==> src/hdl/wakeup_defines.svh <==
`ifndef WAKEUP_DEFINES_SVH
`define WAKEUP_DEFINES_SVH
// status register offset and bit layout
`define STATUS_ADDR 5'h08
`define ST_KEY_LSB 3
`define ST_WAKE_BIT 2
`define ST_LOWSUP_BIT 1
`define ST_AUX_BIT 0
// command byte layout
`define CMD_TYPE_MSB 7
`define CMD_TYPE_LSB 5
`define CMD_READ_REG 3'h2
`define CMD_CLR_IRQ 3'h5
// debounce length in derived-clock periods
`define DEBOUNCE_PERIODS 8195
`define DERIVED_DIGITAL_CLOCK_DIV_DEFAULT 4
`endif

==> src/hdl/wakeup_pkg.sv <==
package wakeup_pkg;
  typedef enum logic [1:0] {
    MODE_OFF,
    MODE_ACTIVE,
    MODE_AUX
  } power_mode_t;
  typedef struct packed {
    logic key_pending;
    logic wake_set;
    logic aux_set;
  } irq_events_t;
endpackage

==> src/hdl/key_debounce.sv <==
`timescale 1ns/1ps
`include "wakeup_defines.svh"
module key_debounce
  import wakeup_pkg::*;
#(
  parameter int KEYS = 5,
  parameter int PERIODS = `DEBOUNCE_PERIODS
)(
  // clock and reset
  input wire logic mclk_in,
  input wire logic sys_rst_in,
  input wire logic derived_digital_clock_tick_in,
  input wire logic enable_in,
  // keys, active low
  input wire logic [KEYS-1:0] key_input_n_in,
  // result
  output logic running_out,
  output logic done_out,
  output logic [KEYS-1:0] key_level_out
);
  localparam int CW = $clog2(PERIODS + 1);
  logic [KEYS-1:0] key_prev_r;
  logic [KEYS-1:0] last_key_r;
  logic [CW-1:0] count_r;
  logic running_r;
  logic done_r;
  logic [KEYS-1:0] key_level_r;
  logic [KEYS-1:0] key_event;
  logic same_key;
  logic any_event;
  logic reached;
  assign key_event = key_prev_r ^ key_input_n_in;
  assign any_event = enable_in && (key_event != '0);
  assign same_key = running_r && ((key_event & last_key_r) != '0);
  assign reached = running_r && derived_digital_clock_tick_in && (count_r == CW'(PERIODS - 1));
  assign running_out = running_r;
  // done lags reached by one edge, so the level it hands over is already registered
  assign done_out = done_r;
  assign key_level_out = key_level_r;

  always_ff @(posedge mclk_in or posedge sys_rst_in)
  begin
    if (sys_rst_in)
    begin
      key_prev_r <= '1;
      last_key_r <= '0;
      count_r <= '0;
      running_r <= 1'b0;
      done_r <= 1'b0;
      key_level_r <= '0;
    end
    else
    begin
      key_prev_r <= key_input_n_in;
      done_r <= reached && !any_event;
      if (any_event)
      begin
        last_key_r <= key_event;
        count_r <= '0;
        // same key bounces again: stop, else restart from zero
        running_r <= !same_key;
      end
      else if (reached)
      begin
        running_r <= 1'b0;
        key_level_r <= ~key_input_n_in;
      end
      else if (running_r && derived_digital_clock_tick_in)
        count_r <= count_r + 1'b1;
    end
  end

  a_debounce_stop: assert property (@(posedge mclk_in) disable iff (sys_rst_in)
    reached && !any_event |=> !running_r && done_out) else $error("debounce did not stop");
  a_same_key_stop: assert property (@(posedge mclk_in) disable iff (sys_rst_in)
    any_event && same_key |=> !running_r && !done_out) else $error("bounce kept counting");
  a_other_restart: assert property (@(posedge mclk_in) disable iff (sys_rst_in)
    any_event && !same_key |=> running_r && count_r == '0) else $error("no restart");
endmodule

==> src/hdl/wakeup_status_irq_logic.sv <==
`timescale 1ns/1ps
`include "wakeup_defines.svh"
module wakeup_status_irq_logic
  import wakeup_pkg::*;
#(
  parameter int KEYS = 5,
  parameter int DERIVED_DIGITAL_CLOCK_DIV = `DERIVED_DIGITAL_CLOCK_DIV_DEFAULT,
  parameter int DEBOUNCE = `DEBOUNCE_PERIODS
)(
  // clock and reset
  input wire logic mclk_in,
  input wire logic sys_rst_in,
  // wake sources
  input wire logic [KEYS-1:0] key_input_n_in,
  input wire logic wake_pin_in,
  input wire logic aux_supply_pin_in,
  input wire logic aux_qualified_in,
  // supply monitors
  input wire logic supply_good_in,
  input wire logic supply_low_in,
  input wire logic xto_settled_in,
  // control register 3 enables as written by the host
  input wire logic ext_supply_en_cfg_in,
  input wire logic clk_out_en_cfg_in,
  // decoded serial command strobe
  input wire logic cmd_valid_in,
  input wire logic [7:0] cmd_byte_in,
  input wire logic [4:0] cmd_addr_in,
  input wire logic off_request_in,
  // status and host outputs
  output logic [7:0] event_status_out,
  output logic irq_out,
  output logic host_rst_n_out,
  output logic supplies_on_out,
  output logic external_supply_enable_out,
  output logic clk_out_enable_out,
  output power_mode_t mode_out
);
  localparam int DW = $clog2(DERIVED_DIGITAL_CLOCK_DIV + 1);
  power_mode_t mode_r;
  logic [DW-1:0] div_r;
  logic [KEYS-1:0] key_status_r;
  logic [KEYS-1:0] key_prev_r;
  logic wake_prev_r;
  logic aux_prev_r;
  logic wake_flag_r;
  logic low_flag_r;
  logic aux_flag_r;
  logic irq_r;
  logic host_rst_n_r;
  logic [KEYS-1:0] wake_key_r;
  logic wake_by_pin_r;
  logic wake_pending_r;
  logic [7:0] status_r;
  logic derived_digital_clock_tick;
  logic status_read;
  logic clr_cmd;
  logic [KEYS-1:0] key_fall;
  logic wake_rise;
  logic aux_rise;
  logic deb_running;
  logic deb_done;
  logic [KEYS-1:0] deb_level;
  logic in_off;
  logic active_noaux;
  logic wake_off_key;
  logic wake_off_pin;
  logic wake_off_aux;
  logic wake_set;
  logic aux_set;
  logic key_set;
  logic wake_up_done;
  irq_events_t ev;

  assign derived_digital_clock_tick = (div_r == DW'(DERIVED_DIGITAL_CLOCK_DIV - 1));
  assign status_read = cmd_valid_in
    && cmd_byte_in[`CMD_TYPE_MSB:`CMD_TYPE_LSB] == `CMD_READ_REG
    && cmd_addr_in == `STATUS_ADDR;
  assign clr_cmd = cmd_valid_in
    && cmd_byte_in[`CMD_TYPE_MSB:`CMD_TYPE_LSB] == `CMD_CLR_IRQ;
  assign key_fall = key_prev_r & ~key_input_n_in;
  assign wake_rise = wake_pin_in && !wake_prev_r;
  assign aux_rise = aux_supply_pin_in && !aux_prev_r;
  assign in_off = (mode_r == MODE_OFF);
  assign active_noaux = (mode_r == MODE_ACTIVE);
  assign wake_off_key = in_off && (key_fall != '0);
  assign wake_off_pin = in_off && wake_rise;
  assign wake_off_aux = in_off && aux_supply_pin_in;
  // key and pin wake-up events are reported once the host reset is released, i.e. logic running
  assign wake_up_done = wake_pending_r && host_rst_n_r;
  assign wake_set = (!in_off && wake_rise) || (wake_up_done && wake_by_pin_r);
  assign aux_set = (active_noaux && aux_rise && aux_qualified_in) || wake_off_aux;
  assign key_set = deb_done || (wake_up_done && wake_key_r != '0);
  assign ev.key_pending = key_set;
  assign ev.wake_set = wake_set && !wake_flag_r;
  // waking into aux always interrupts, even if the flag survived the off state
  assign ev.aux_set = (aux_set && !aux_flag_r) || wake_off_aux;

  key_debounce #(
    .KEYS(KEYS),
    .PERIODS(DEBOUNCE)
  ) u_debounce (
    .mclk_in(mclk_in),
    .sys_rst_in(sys_rst_in),
    .derived_digital_clock_tick_in(derived_digital_clock_tick),
    .enable_in(!in_off),
    .key_input_n_in(key_input_n_in),
    .running_out(deb_running),
    .done_out(deb_done),
    .key_level_out(deb_level)
  );

  always_comb
  begin
    status_r = 8'h00;
    status_r[`ST_KEY_LSB +: KEYS] = key_status_r;
    status_r[`ST_WAKE_BIT] = wake_flag_r;
    status_r[`ST_LOWSUP_BIT] = low_flag_r;
    status_r[`ST_AUX_BIT] = aux_flag_r;
  end

  always_ff @(posedge mclk_in or posedge sys_rst_in)
  begin
    if (sys_rst_in)
      div_r <= '0;
    else if (derived_digital_clock_tick)
      div_r <= '0;
    else
      div_r <= div_r + 1'b1;
  end

  always_ff @(posedge mclk_in or posedge sys_rst_in)
  begin
    if (sys_rst_in)
    begin
      key_prev_r <= '1;
      wake_prev_r <= 1'b0;
      aux_prev_r <= 1'b0;
    end
    else
    begin
      key_prev_r <= key_input_n_in;
      wake_prev_r <= wake_pin_in;
      aux_prev_r <= aux_supply_pin_in;
    end
  end

  // mode: only the off command leaves MODE_ACTIVE, only reset leaves MODE_AUX, a low wake pin never does
  always_ff @(posedge mclk_in or posedge sys_rst_in)
  begin
    if (sys_rst_in)
      mode_r <= MODE_OFF;
    else if (wake_off_aux)
      mode_r <= MODE_AUX;
    else if (wake_off_key || wake_off_pin)
      mode_r <= MODE_ACTIVE;
    else if (off_request_in && !in_off && mode_r != MODE_AUX)
      mode_r <= MODE_OFF;
  end

  always_ff @(posedge mclk_in or posedge sys_rst_in)
  begin
    if (sys_rst_in)
    begin
      wake_pending_r <= 1'b0;
      wake_by_pin_r <= 1'b0;
      wake_key_r <= '0;
    end
    else if (wake_off_key || wake_off_pin)
    begin
      wake_pending_r <= 1'b1;
      wake_by_pin_r <= wake_off_pin;
      wake_key_r <= key_fall;
    end
    else if (wake_up_done)
    begin
      wake_pending_r <= 1'b0;
      wake_by_pin_r <= 1'b0;
      wake_key_r <= '0;
    end
  end

  always_ff @(posedge mclk_in or posedge sys_rst_in)
  begin
    if (sys_rst_in)
      host_rst_n_r <= 1'b0;
    else if (wake_off_key || wake_off_pin || wake_off_aux)
      host_rst_n_r <= 1'b0;
    else
      host_rst_n_r <= supply_good_in && xto_settled_in;
  end

  // flags: a set in the same cycle as the clearing read wins
  always_ff @(posedge mclk_in or posedge sys_rst_in)
  begin
    if (sys_rst_in)
    begin
      key_status_r <= '0;
      wake_flag_r <= 1'b0;
      low_flag_r <= 1'b0;
      aux_flag_r <= 1'b0;
      irq_r <= 1'b0;
    end
    else
    begin
      if (deb_done)
        key_status_r <= deb_level;
      else if (wake_up_done && wake_key_r != '0)
        key_status_r <= wake_key_r;
      if (wake_set)
        wake_flag_r <= 1'b1;
      else if (status_read)
        wake_flag_r <= 1'b0;
      if (supply_low_in)
        low_flag_r <= 1'b1;
      else if (status_read && supply_good_in)
        low_flag_r <= 1'b0;
      if (aux_set)
        aux_flag_r <= 1'b1;
      else if (status_read)
        aux_flag_r <= 1'b0;
      if (ev != '0)
        irq_r <= 1'b1;
      else if (status_read || clr_cmd)
        irq_r <= 1'b0;
    end
  end

  assign event_status_out = status_r;
  assign irq_out = irq_r;
  assign host_rst_n_out = host_rst_n_r;
  assign supplies_on_out = !in_off;
  assign external_supply_enable_out = ext_supply_en_cfg_in || deb_running
    || wake_flag_r || mode_r == MODE_AUX;
  assign clk_out_enable_out = clk_out_en_cfg_in || deb_running || wake_flag_r;
  assign mode_out = mode_r;

  a_read_clears: assert property (@(posedge mclk_in) disable iff (sys_rst_in)
    status_read && !wake_set && !aux_set && ev == '0 |=> !wake_flag_r && !aux_flag_r
    && !irq_out) else $error("status read did not clear");
  a_event_irq: assert property (@(posedge mclk_in) disable iff (sys_rst_in)
    ev != '0 |=> irq_out) else $error("event without interrupt");
  a_clear_cmd: assert property (@(posedge mclk_in) disable iff (sys_rst_in)
    clr_cmd && ev == '0 |=> !irq_out) else $error("clear command ignored");
  a_key_wake: assert property (@(posedge mclk_in) disable iff (sys_rst_in)
    wake_off_key && !wake_off_aux |=> mode_r == MODE_ACTIVE && !host_rst_n_out)
    else $error("key wake-up wrong");
  a_pin_wake: assert property (@(posedge mclk_in) disable iff (sys_rst_in)
    wake_off_pin && !wake_off_aux |=> supplies_on_out && !host_rst_n_out)
    else $error("pin wake-up wrong");
  a_rst_gate: assert property (@(posedge mclk_in) disable iff (sys_rst_in)
    host_rst_n_out |-> $past(supply_good_in) && $past(xto_settled_in))
    else $error("host reset released early");
  a_force_en: assert property (@(posedge mclk_in) disable iff (sys_rst_in)
    deb_running || wake_flag_r |-> external_supply_enable_out && clk_out_enable_out)
    else $error("enables not forced");
  a_wake_once: assert property (@(posedge mclk_in) disable iff (sys_rst_in)
    wake_flag_r && wake_rise && !key_set && !aux_set && !irq_out |=> !irq_out)
    else $error("repeat wake interrupted");
  a_low_flag: assert property (@(posedge mclk_in) disable iff (sys_rst_in)
    supply_low_in |=> event_status_out[`ST_LOWSUP_BIT]) else $error("low flag missed");
  a_aux_off: assert property (@(posedge mclk_in) disable iff (sys_rst_in)
    wake_off_aux |=> mode_r == MODE_AUX && aux_flag_r && irq_out)
    else $error("aux wake-up wrong");
  a_key_status: assert property (@(posedge mclk_in) disable iff (sys_rst_in)
    deb_done |=> key_status_r == deb_level)
    else $error("key status not updated");
  a_key_bit: assert property (@(posedge mclk_in) disable iff (sys_rst_in)
    wake_up_done && wake_key_r != '0 && !deb_done |=> key_status_r == $past(wake_key_r))
    else $error("wake key bit not set");
  a_pin_flag: assert property (@(posedge mclk_in) disable iff (sys_rst_in)
    wake_up_done && wake_by_pin_r |=> wake_flag_r)
    else $error("wake flag not set after wake-up");
  a_wake_active: assert property (@(posedge mclk_in) disable iff (sys_rst_in)
    !in_off && wake_rise |=> wake_flag_r)
    else $error("wake edge not recorded");
  a_no_pin_off: assert property (@(posedge mclk_in) disable iff (sys_rst_in)
    !in_off && !off_request_in |=> !in_off)
    else $error("left active mode without off command");
  a_low_hold: assert property (@(posedge mclk_in) disable iff (sys_rst_in)
    low_flag_r && !supply_good_in |=> low_flag_r)
    else $error("low flag cleared while supply low");
  a_aux_unqual: assert property (@(posedge mclk_in) disable iff (sys_rst_in)
    active_noaux && aux_rise && !aux_qualified_in && !aux_flag_r |=> !aux_flag_r)
    else $error("unqualified aux edge set flag");
  a_irq_hold: assert property (@(posedge mclk_in) disable iff (sys_rst_in)
    irq_out && !status_read && !clr_cmd |=> irq_out)
    else $error("interrupt dropped while pending");
endmodule

==> config.mk <==
export PLATFORM = sky130hd
export DESIGN_NAME = wakeup_status_irq_logic
export DESIGN_NICKNAME = d
export VERILOG_FILES = /design/src/hdl/wakeup_pkg.sv /design/src/hdl/key_debounce.sv /design/src/hdl/wakeup_status_irq_logic.sv
export VERILOG_INCLUDE_DIRS = /design/src /design/src/hdl
export SDC_FILE = /design/constraint.sdc
export NUM_CORES = 1
export LEC_CHECK = 0
export BUFFER_PORTS_ARGS = -buffer_cell sky130_fd_sc_hd__buf_2
export CORE_ASPECT_RATIO = 1.25
export CORE_MARGIN = 1
export CORE_UTILIZATION = 30
export CTS_CLUSTER_SIZE = 8
export DETAILED_ROUTE_END_ITERATION = 8
export SYNTH_ARGS = -nofsm -noshare
export SYNTH_HDL_FRONTEND = slang
export SYNTH_SLANG_ARGS = --single-unit
==> constraint.sdc <==
create_clock -name mclk_in -period 3.4 [get_ports mclk_in]
set_input_delay 0 -clock mclk_in [delete_from_list [all_inputs] [get_ports mclk_in]]
set_output_delay 0 -clock mclk_in [all_outputs]
set_load 0.02 [all_outputs]
---- Word level (Yosys, flattened, before mapping) ----
Cells that the tools add are included.
word-level totals
  register bits after elaboration ......... 55
  output and inout port bits .............. 15
operators by class
  bitwise operators ....................... 5
  muxes and demuxes ....................... 24
  add/subtract/negate cells ............... 2
  reduce and logical (&&, ||, !) cells .... 61
  equal/unequal tests ..................... 9
operators with widths
  kind                                                 count
  two-way mux 14 bit                                   3
  logical AND 1 bit                                    25
  two-way mux 5 bit                                    4
  nonzero test 5 bit                                   4
  nonzero test 2 bit                                   8
  adder 14 x 1 -> 14 bit, second input constant        1
  equality test 14 bit, second input constant          1
  two-way mux 1 bit                                    13
  logical OR 1 bit                                     12
  bitwise AND 5 bit                                    2
  logical NOT 1 bit                                    7
  equality test 3 x 2 -> 1 bit, second input constant  2
  two-way mux 2 bit                                    3
  nonzero test 3 bit                                   2
  equality test 5 x 4 -> 1 bit, second input constant  1
  NOT 5 bit                                            1
  bitwise XOR 5 bit                                    1
  AND reduction 2 bit                                  2
  adder 3 x 1 -> 3 bit, second input constant          1
  equality test 3 bit, second input constant           1
  two-way mux 3 bit                                    1
  equality test 2 x 1 -> 1 bit, second input constant  1
  equality test 2 bit, second input constant           1
  logical NOT 2 bit                                    1
  other kinds (3)                                      3

---- Logic depth before layout (Yosys ltp) ----
  depth after elaboration ................. 9
  mapped depth ............................ 7
  gate-level depth less buffers ........... 6

---- Modules after synthesis ----
Synthesis repeated with hierarchy kept, for this count alone.
unflattened totals
  cell total of the unflattened synthesis .. 249
  area total of the unflattened synthesis .. 2802.7 um^2
modules (own cells, without submodules)
  module                   cells each  instances  seq. area each (um^2)  area an instance (um^2)
  key_debounce             147         1          782.0                  1555.2
  wakeup_status_irq_logic  102         1          732.0                  1247.4

---- Least setup slack after synthesis ----
OpenSTA, ideal clock, no wires.
  path kind ............................... reg-to-reg
  from .................................... register u_debounce.key_prev_r[3]
  to ...................................... register u_debounce.key_level_r[0], in the netlist u_debounce.key_level_out[0]
  buffers on the path ..................... 0
  arrival time ............................ 1.717 ns
  setup slack ............................. 1.559 ns
  library setup time ...................... 0.125 ns
  cell stages (with the launch flop) ...... 6
  cell sequence ........................... dfstp_2 ha_1 nand3_1 o21a_2 nor4_4 mux2_2
on the way
  cells in the longest elaborated chain, start to end .. 5
RTL lines
  item                                  RTL line            source
  from (decl)                           key_debounce.sv:22  logic [KEYS-1:0] key_prev_r;
  from (signal assigned)                key_debounce.sv:54  key_prev_r <= key_input_n_in;
  bitwise XOR 5 bit                     key_debounce.sv:32  assign key_event = key_prev_r ^ key_input_n_in;
  nonzero test 5 bit                    key_debounce.sv:33  assign any_event = enable_in && (key_event != '0);
  logical AND 1 bit                     key_debounce.sv:33
  NOT 1 bit (no source line)            --
  AND reduction 2 bit (no source line)  --
  to (signal assigned)                  key_debounce.sv:66  key_level_r <= ~key_input_n_in;
  to (decl)                             key_debounce.sv:27  logic [KEYS-1:0] key_level_r;
No other way between the ends.
A chain may end at the register's enable or synchronous reset.

---- Final worst setup path ----
  from .................................... register u_debounce.key_prev_r[3]
  to ...................................... register u_debounce.key_level_r[2], in the netlist u_debounce.key_level_out[2]
The elaborated chain is that of the path after synthesis.

==> out/results.tsv <==
stage	metric	value	unit
logic_synthesis	yosysMostFrequentCell	dfrtp_1	
sta	drv_slew	0	
power	seqPwrFrac	0.481	
cts	cts_root_buf	clkbuf_8	
floorplanning	dieArea	8980	sq um
sta	tightest_slew	579	ps
logic_synthesis	synth_top_area_frac	0.485	
place	io_buffers	39	
outcome	violations	DRC	
logic_synthesis	synth-seq-cells	55	
logic_synthesis	synth_ff_type	dfrtp_1	
cells_and_area	fin_area	3120	sq um
floorplanning	core	8290	sq um
place	hpwl	3780	um
grt	grt.total_usage	0.125	
logic_synthesis	yosys.area.top_type	dfrtp_1	
grt	grt-ovfl-total	0	
flow_run	cap_viol_max_count	0	
logic_synthesis	yosys_warnings	0	
cells_and_area	area.sequential	1380	sq um
cts	clock_latency	310	ps
logic_synthesis	synthXorXnorAreaFrac	0.0339	
power	switchingPower	0.605	mW
min_path	holdCritPathClass	in -> reg	
critical_path	crit_path_end	u_debounce.key_level_out[2]$_DFFE_PP0P_	
cts	clockBufferDepth	2	
drt	wl	4980	um
sta	setup_viol	0	
power	ir_drop	0.000165	V
sta	finClkSkew	18.2	ps
min_path	min_path_cells	4	
sta	fin_crit	2150	ps
place	gp_congestion	0.759	
logic_synthesis	syn_area_per_cell	10.8	sq um
sta	rsz0062_at_grt	false	
floorplanning	initial_utilization	0.311	
cells_and_area	nFillCells	825	
drt	drt-initial-drc-count	92	
floorplanning	die_w	85.0	um
logic_synthesis	synth_cells	240	
logic_synthesis	synth-simple-area-share	0.175	
sta	clock.fmax	0.465	GHz
cts	clkSinkCount	55	
critical_path	path_class	reg -> reg	
power	powerDensity	583	nW/um^2
drt	wl_per_cell	12.7	um
power	leakage	1.37	nW
sta	period_share	0.633	
power	comb_power_share	0.282	
logic_synthesis	ys_seq_area_frac	0.536	
drt	drtAntennaViolNets	0	
cells_and_area	multi_input_area	1090	sq um
grt	antenna_found_initial	0	
place	placed_cells	371	
critical_path	crit_path_end_kind	flip-flop	
cts	clk_pin_slew_worst_paths	110	ps
critical_path	worstRegToRegCells	5	
logic_synthesis	syn-cell-area	2580	sq um
critical_path	cp-startpoint	u_debounce.key_prev_r[3]$_DFF_PP1_	
cells_and_area	antenna_cells	0	
critical_path	ff2ff_setup_slack	1250	ps
grt	grt_start_max_net_pins	32	
critical_path	r2r_end	u_debounce.key_level_out[2]$_DFFE_PP0P_	
drt	dr.pass1.iters	7	
logic_synthesis	synth.top_cells.by_count	dfrtp_1 (50), nand2_1 (24), inv_1 (18), nor2_1 (17), mux2_2 (15)	
sta	relSlewSlack	0.613	
cells_and_area	drive_gt1_frac	0.271	
logic_synthesis	synth.mux.area_fraction	0.0693	
logic_synthesis	synth_top_family_by_area	simple AND/OR/NAND/NOR gates	
logic_synthesis	synth.distinct_cells	48	
power	internal_power	1.21	mW
logic_synthesis	synth-edff-count	0	
power	pwr-share-clk	0.237	
cts	numCtsBuffers	5	
cts	cts_resized	0	
sta	finalHoldViolations	0	
power	p_sw_frac	0.332	
critical_path	cp.arrival	2340	ps
grt	grt_pass1_wl	8980	um
floorplanning	rows	37	
floorplanning	ioPinCount	45	
logic_synthesis	synthAdderAreaFrac	0.0388	
cells_and_area	fin_cells	392	
cts	post_cts_buffers	0	
sta	fin_tns_setup	0	ps
critical_path	start_kind	flip-flop	
place	place_area	2880	sq um
critical_path	timing.rr.start	u_debounce.key_prev_r[3]$_DFF_PP1_	
cells_and_area	syn_to_final_growth	20.9	%
drt	dr_total_vias	1902	
logic_synthesis	synth_nets	278	
drt	vias_per_cell	4.85	
outcome	run_status	finished with violations	
floorplanning	die_h	106	um
logic_synthesis	synth_async_sr_flop_share	1.00	
cells_and_area	final_nets	332	
logic_synthesis	synth_area_leaders	dfrtp_1 (48%), mux2_2 (6.5%), dfstp_2 (5.1%), ha_1 (3.9%), nand2_1 (3.5%)	
critical_path	worstPathRequired	3590	ps
critical_path	path_max_fanout	14	
logic_synthesis	synth_compound_area_frac	0.103	
grt	grt_pass1_vias	1976	
drt	drc	5	
cts	ctsHtreeMaxLevel	2	
cts	cts_tree	yes	
==> worst max-delay path, cell delays in order, from the launching register on <==
cell,delay [ps]
dfstp_2,530
ha_1,160
nand3_1,110
o21a_2,330
nor4_4,520
mux2_2,380
==> power groups by stage <==
stage                     Clock (mW)  Sequential (mW)  Combinational (mW)
after floorplan                    0            0.915               0.313
after global placement             0            0.885               0.500
after detailed placement           0            0.891               0.510
after CTS                      0.450            0.878               0.523
after global routing           0.478            0.896               0.577
final                          0.431            0.875               0.513
==> cell type report <==
type                       count  area share
multi-input combinational    158       0.348
clock inverter                 3      0.0140
timing repair buffer          55       0.111
clock buffer                   5      0.0220
inverter                      19      0.0228
sequential                    55       0.443
tap                           97      0.0389
==> through the flow <==
| step | setup slack (ps) | hold WS [ps] | power (mW) | utilization |
|---|---|---|---|---|
| after global routing | 1100 | 62.3 | 1.95 | 0.377 |
| after global placement | 1240 | 76.2 | 1.39 | 0.347 |
| after CTS | 1190 | 42.8 | 1.85 | 0.377 |
| final | 1250 | 42.8 | 1.82 | 0.377 |
| after floorplan | 1560 | 4.48 | 1.23 | - |
| after detailed placement | 1220 | 71.9 | 1.40 | 0.347 |
==> state kept, by name, indices dropped and copies added, names as in the netlist <==
register / flops
low_flag_r: 1
u_debounce.done_out: 1
aux_prev_r: 1
u_debounce.last_key_r: 5
wake_key_r: 5
wake_by_pin_r: 1
u_debounce.key_prev_r: 5
mode_out: 2
wake_flag_r: 1
key_status_r: 5
aux_flag_r: 1
u_debounce.count_r: 14
host_rst_n_out: 1
wake_pending_r: 1
u_debounce.key_level_out: 5
div_r: 3
irq_out: 1
u_debounce.running_out: 1
wake_prev_r: 1
==> cell families after synthesis <==
logic type,after synthesis
mux,16
buf+inv,27
simple gates,84
flops,55
compound gates,40
fa+ha+maj,8
xor+xnor,10
==> placed cells by master (no fill, tap or decap), types with 3 or more instances in the layout <==
cell type / count
nand2_1: 24
o21ai_0: 13
o22ai_1: 3
mux2_2: 15
nand4_1: 4
dlygate4sd3_1: 13
nand4b_1: 3
a22o_1: 3
a21oi_1: 7
nor2b_1: 5
buf_4: 3
buf_2: 39
inv_1: 17
clkbuf_8: 5
xnor2_1: 9
nand3_1: 6
nor3_1: 5
nor4_1: 6
ha_1: 8
dfrtp_1: 50
dfstp_2: 5
nor2_1: 17
==> worst min-delay path by stage <==
| stage | from | endpoint | slack, ps |
|---|---|---|---|
| after global placement | sys_rst_in | u_debounce.count_r[3]$_DFFE_PP0P_ | 80 |
| after floorplan | key_input_n_in[0] | u_debounce.key_prev_r[0]$_DFF_PP1_ | 4 |
| after CTS | cmd_byte_in[7] | irq_out$_DFFE_PP0P_ | 40 |
| final | cmd_byte_in[7] | irq_out$_DFFE_PP0P_ | 40 |
| after detailed placement | sys_rst_in | u_debounce.count_r[3]$_DFFE_PP0P_ | 70 |
| after global routing | cmd_byte_in[7] | irq_out$_DFFE_PP0P_ | 60 |
==> routing by layer <==
metal / global-route usage / share of wire / wire length, um
met1: 0.145 / 0.44 / 2200
met2: 0.226 / 0.52 / 2580
met3: 0.0298 / 0.027 / 132
met4: 0.0400 / 0.014 / 68
met5: 0 / 0 / 0
==> what timing repair did <==
action                                  in CTS  in global routing
endpoints found under the setup margin       0                  0
hold buffers                                13                  0
endpoints found under the hold margin       35                  0
(Power assumes the default switching activity.)
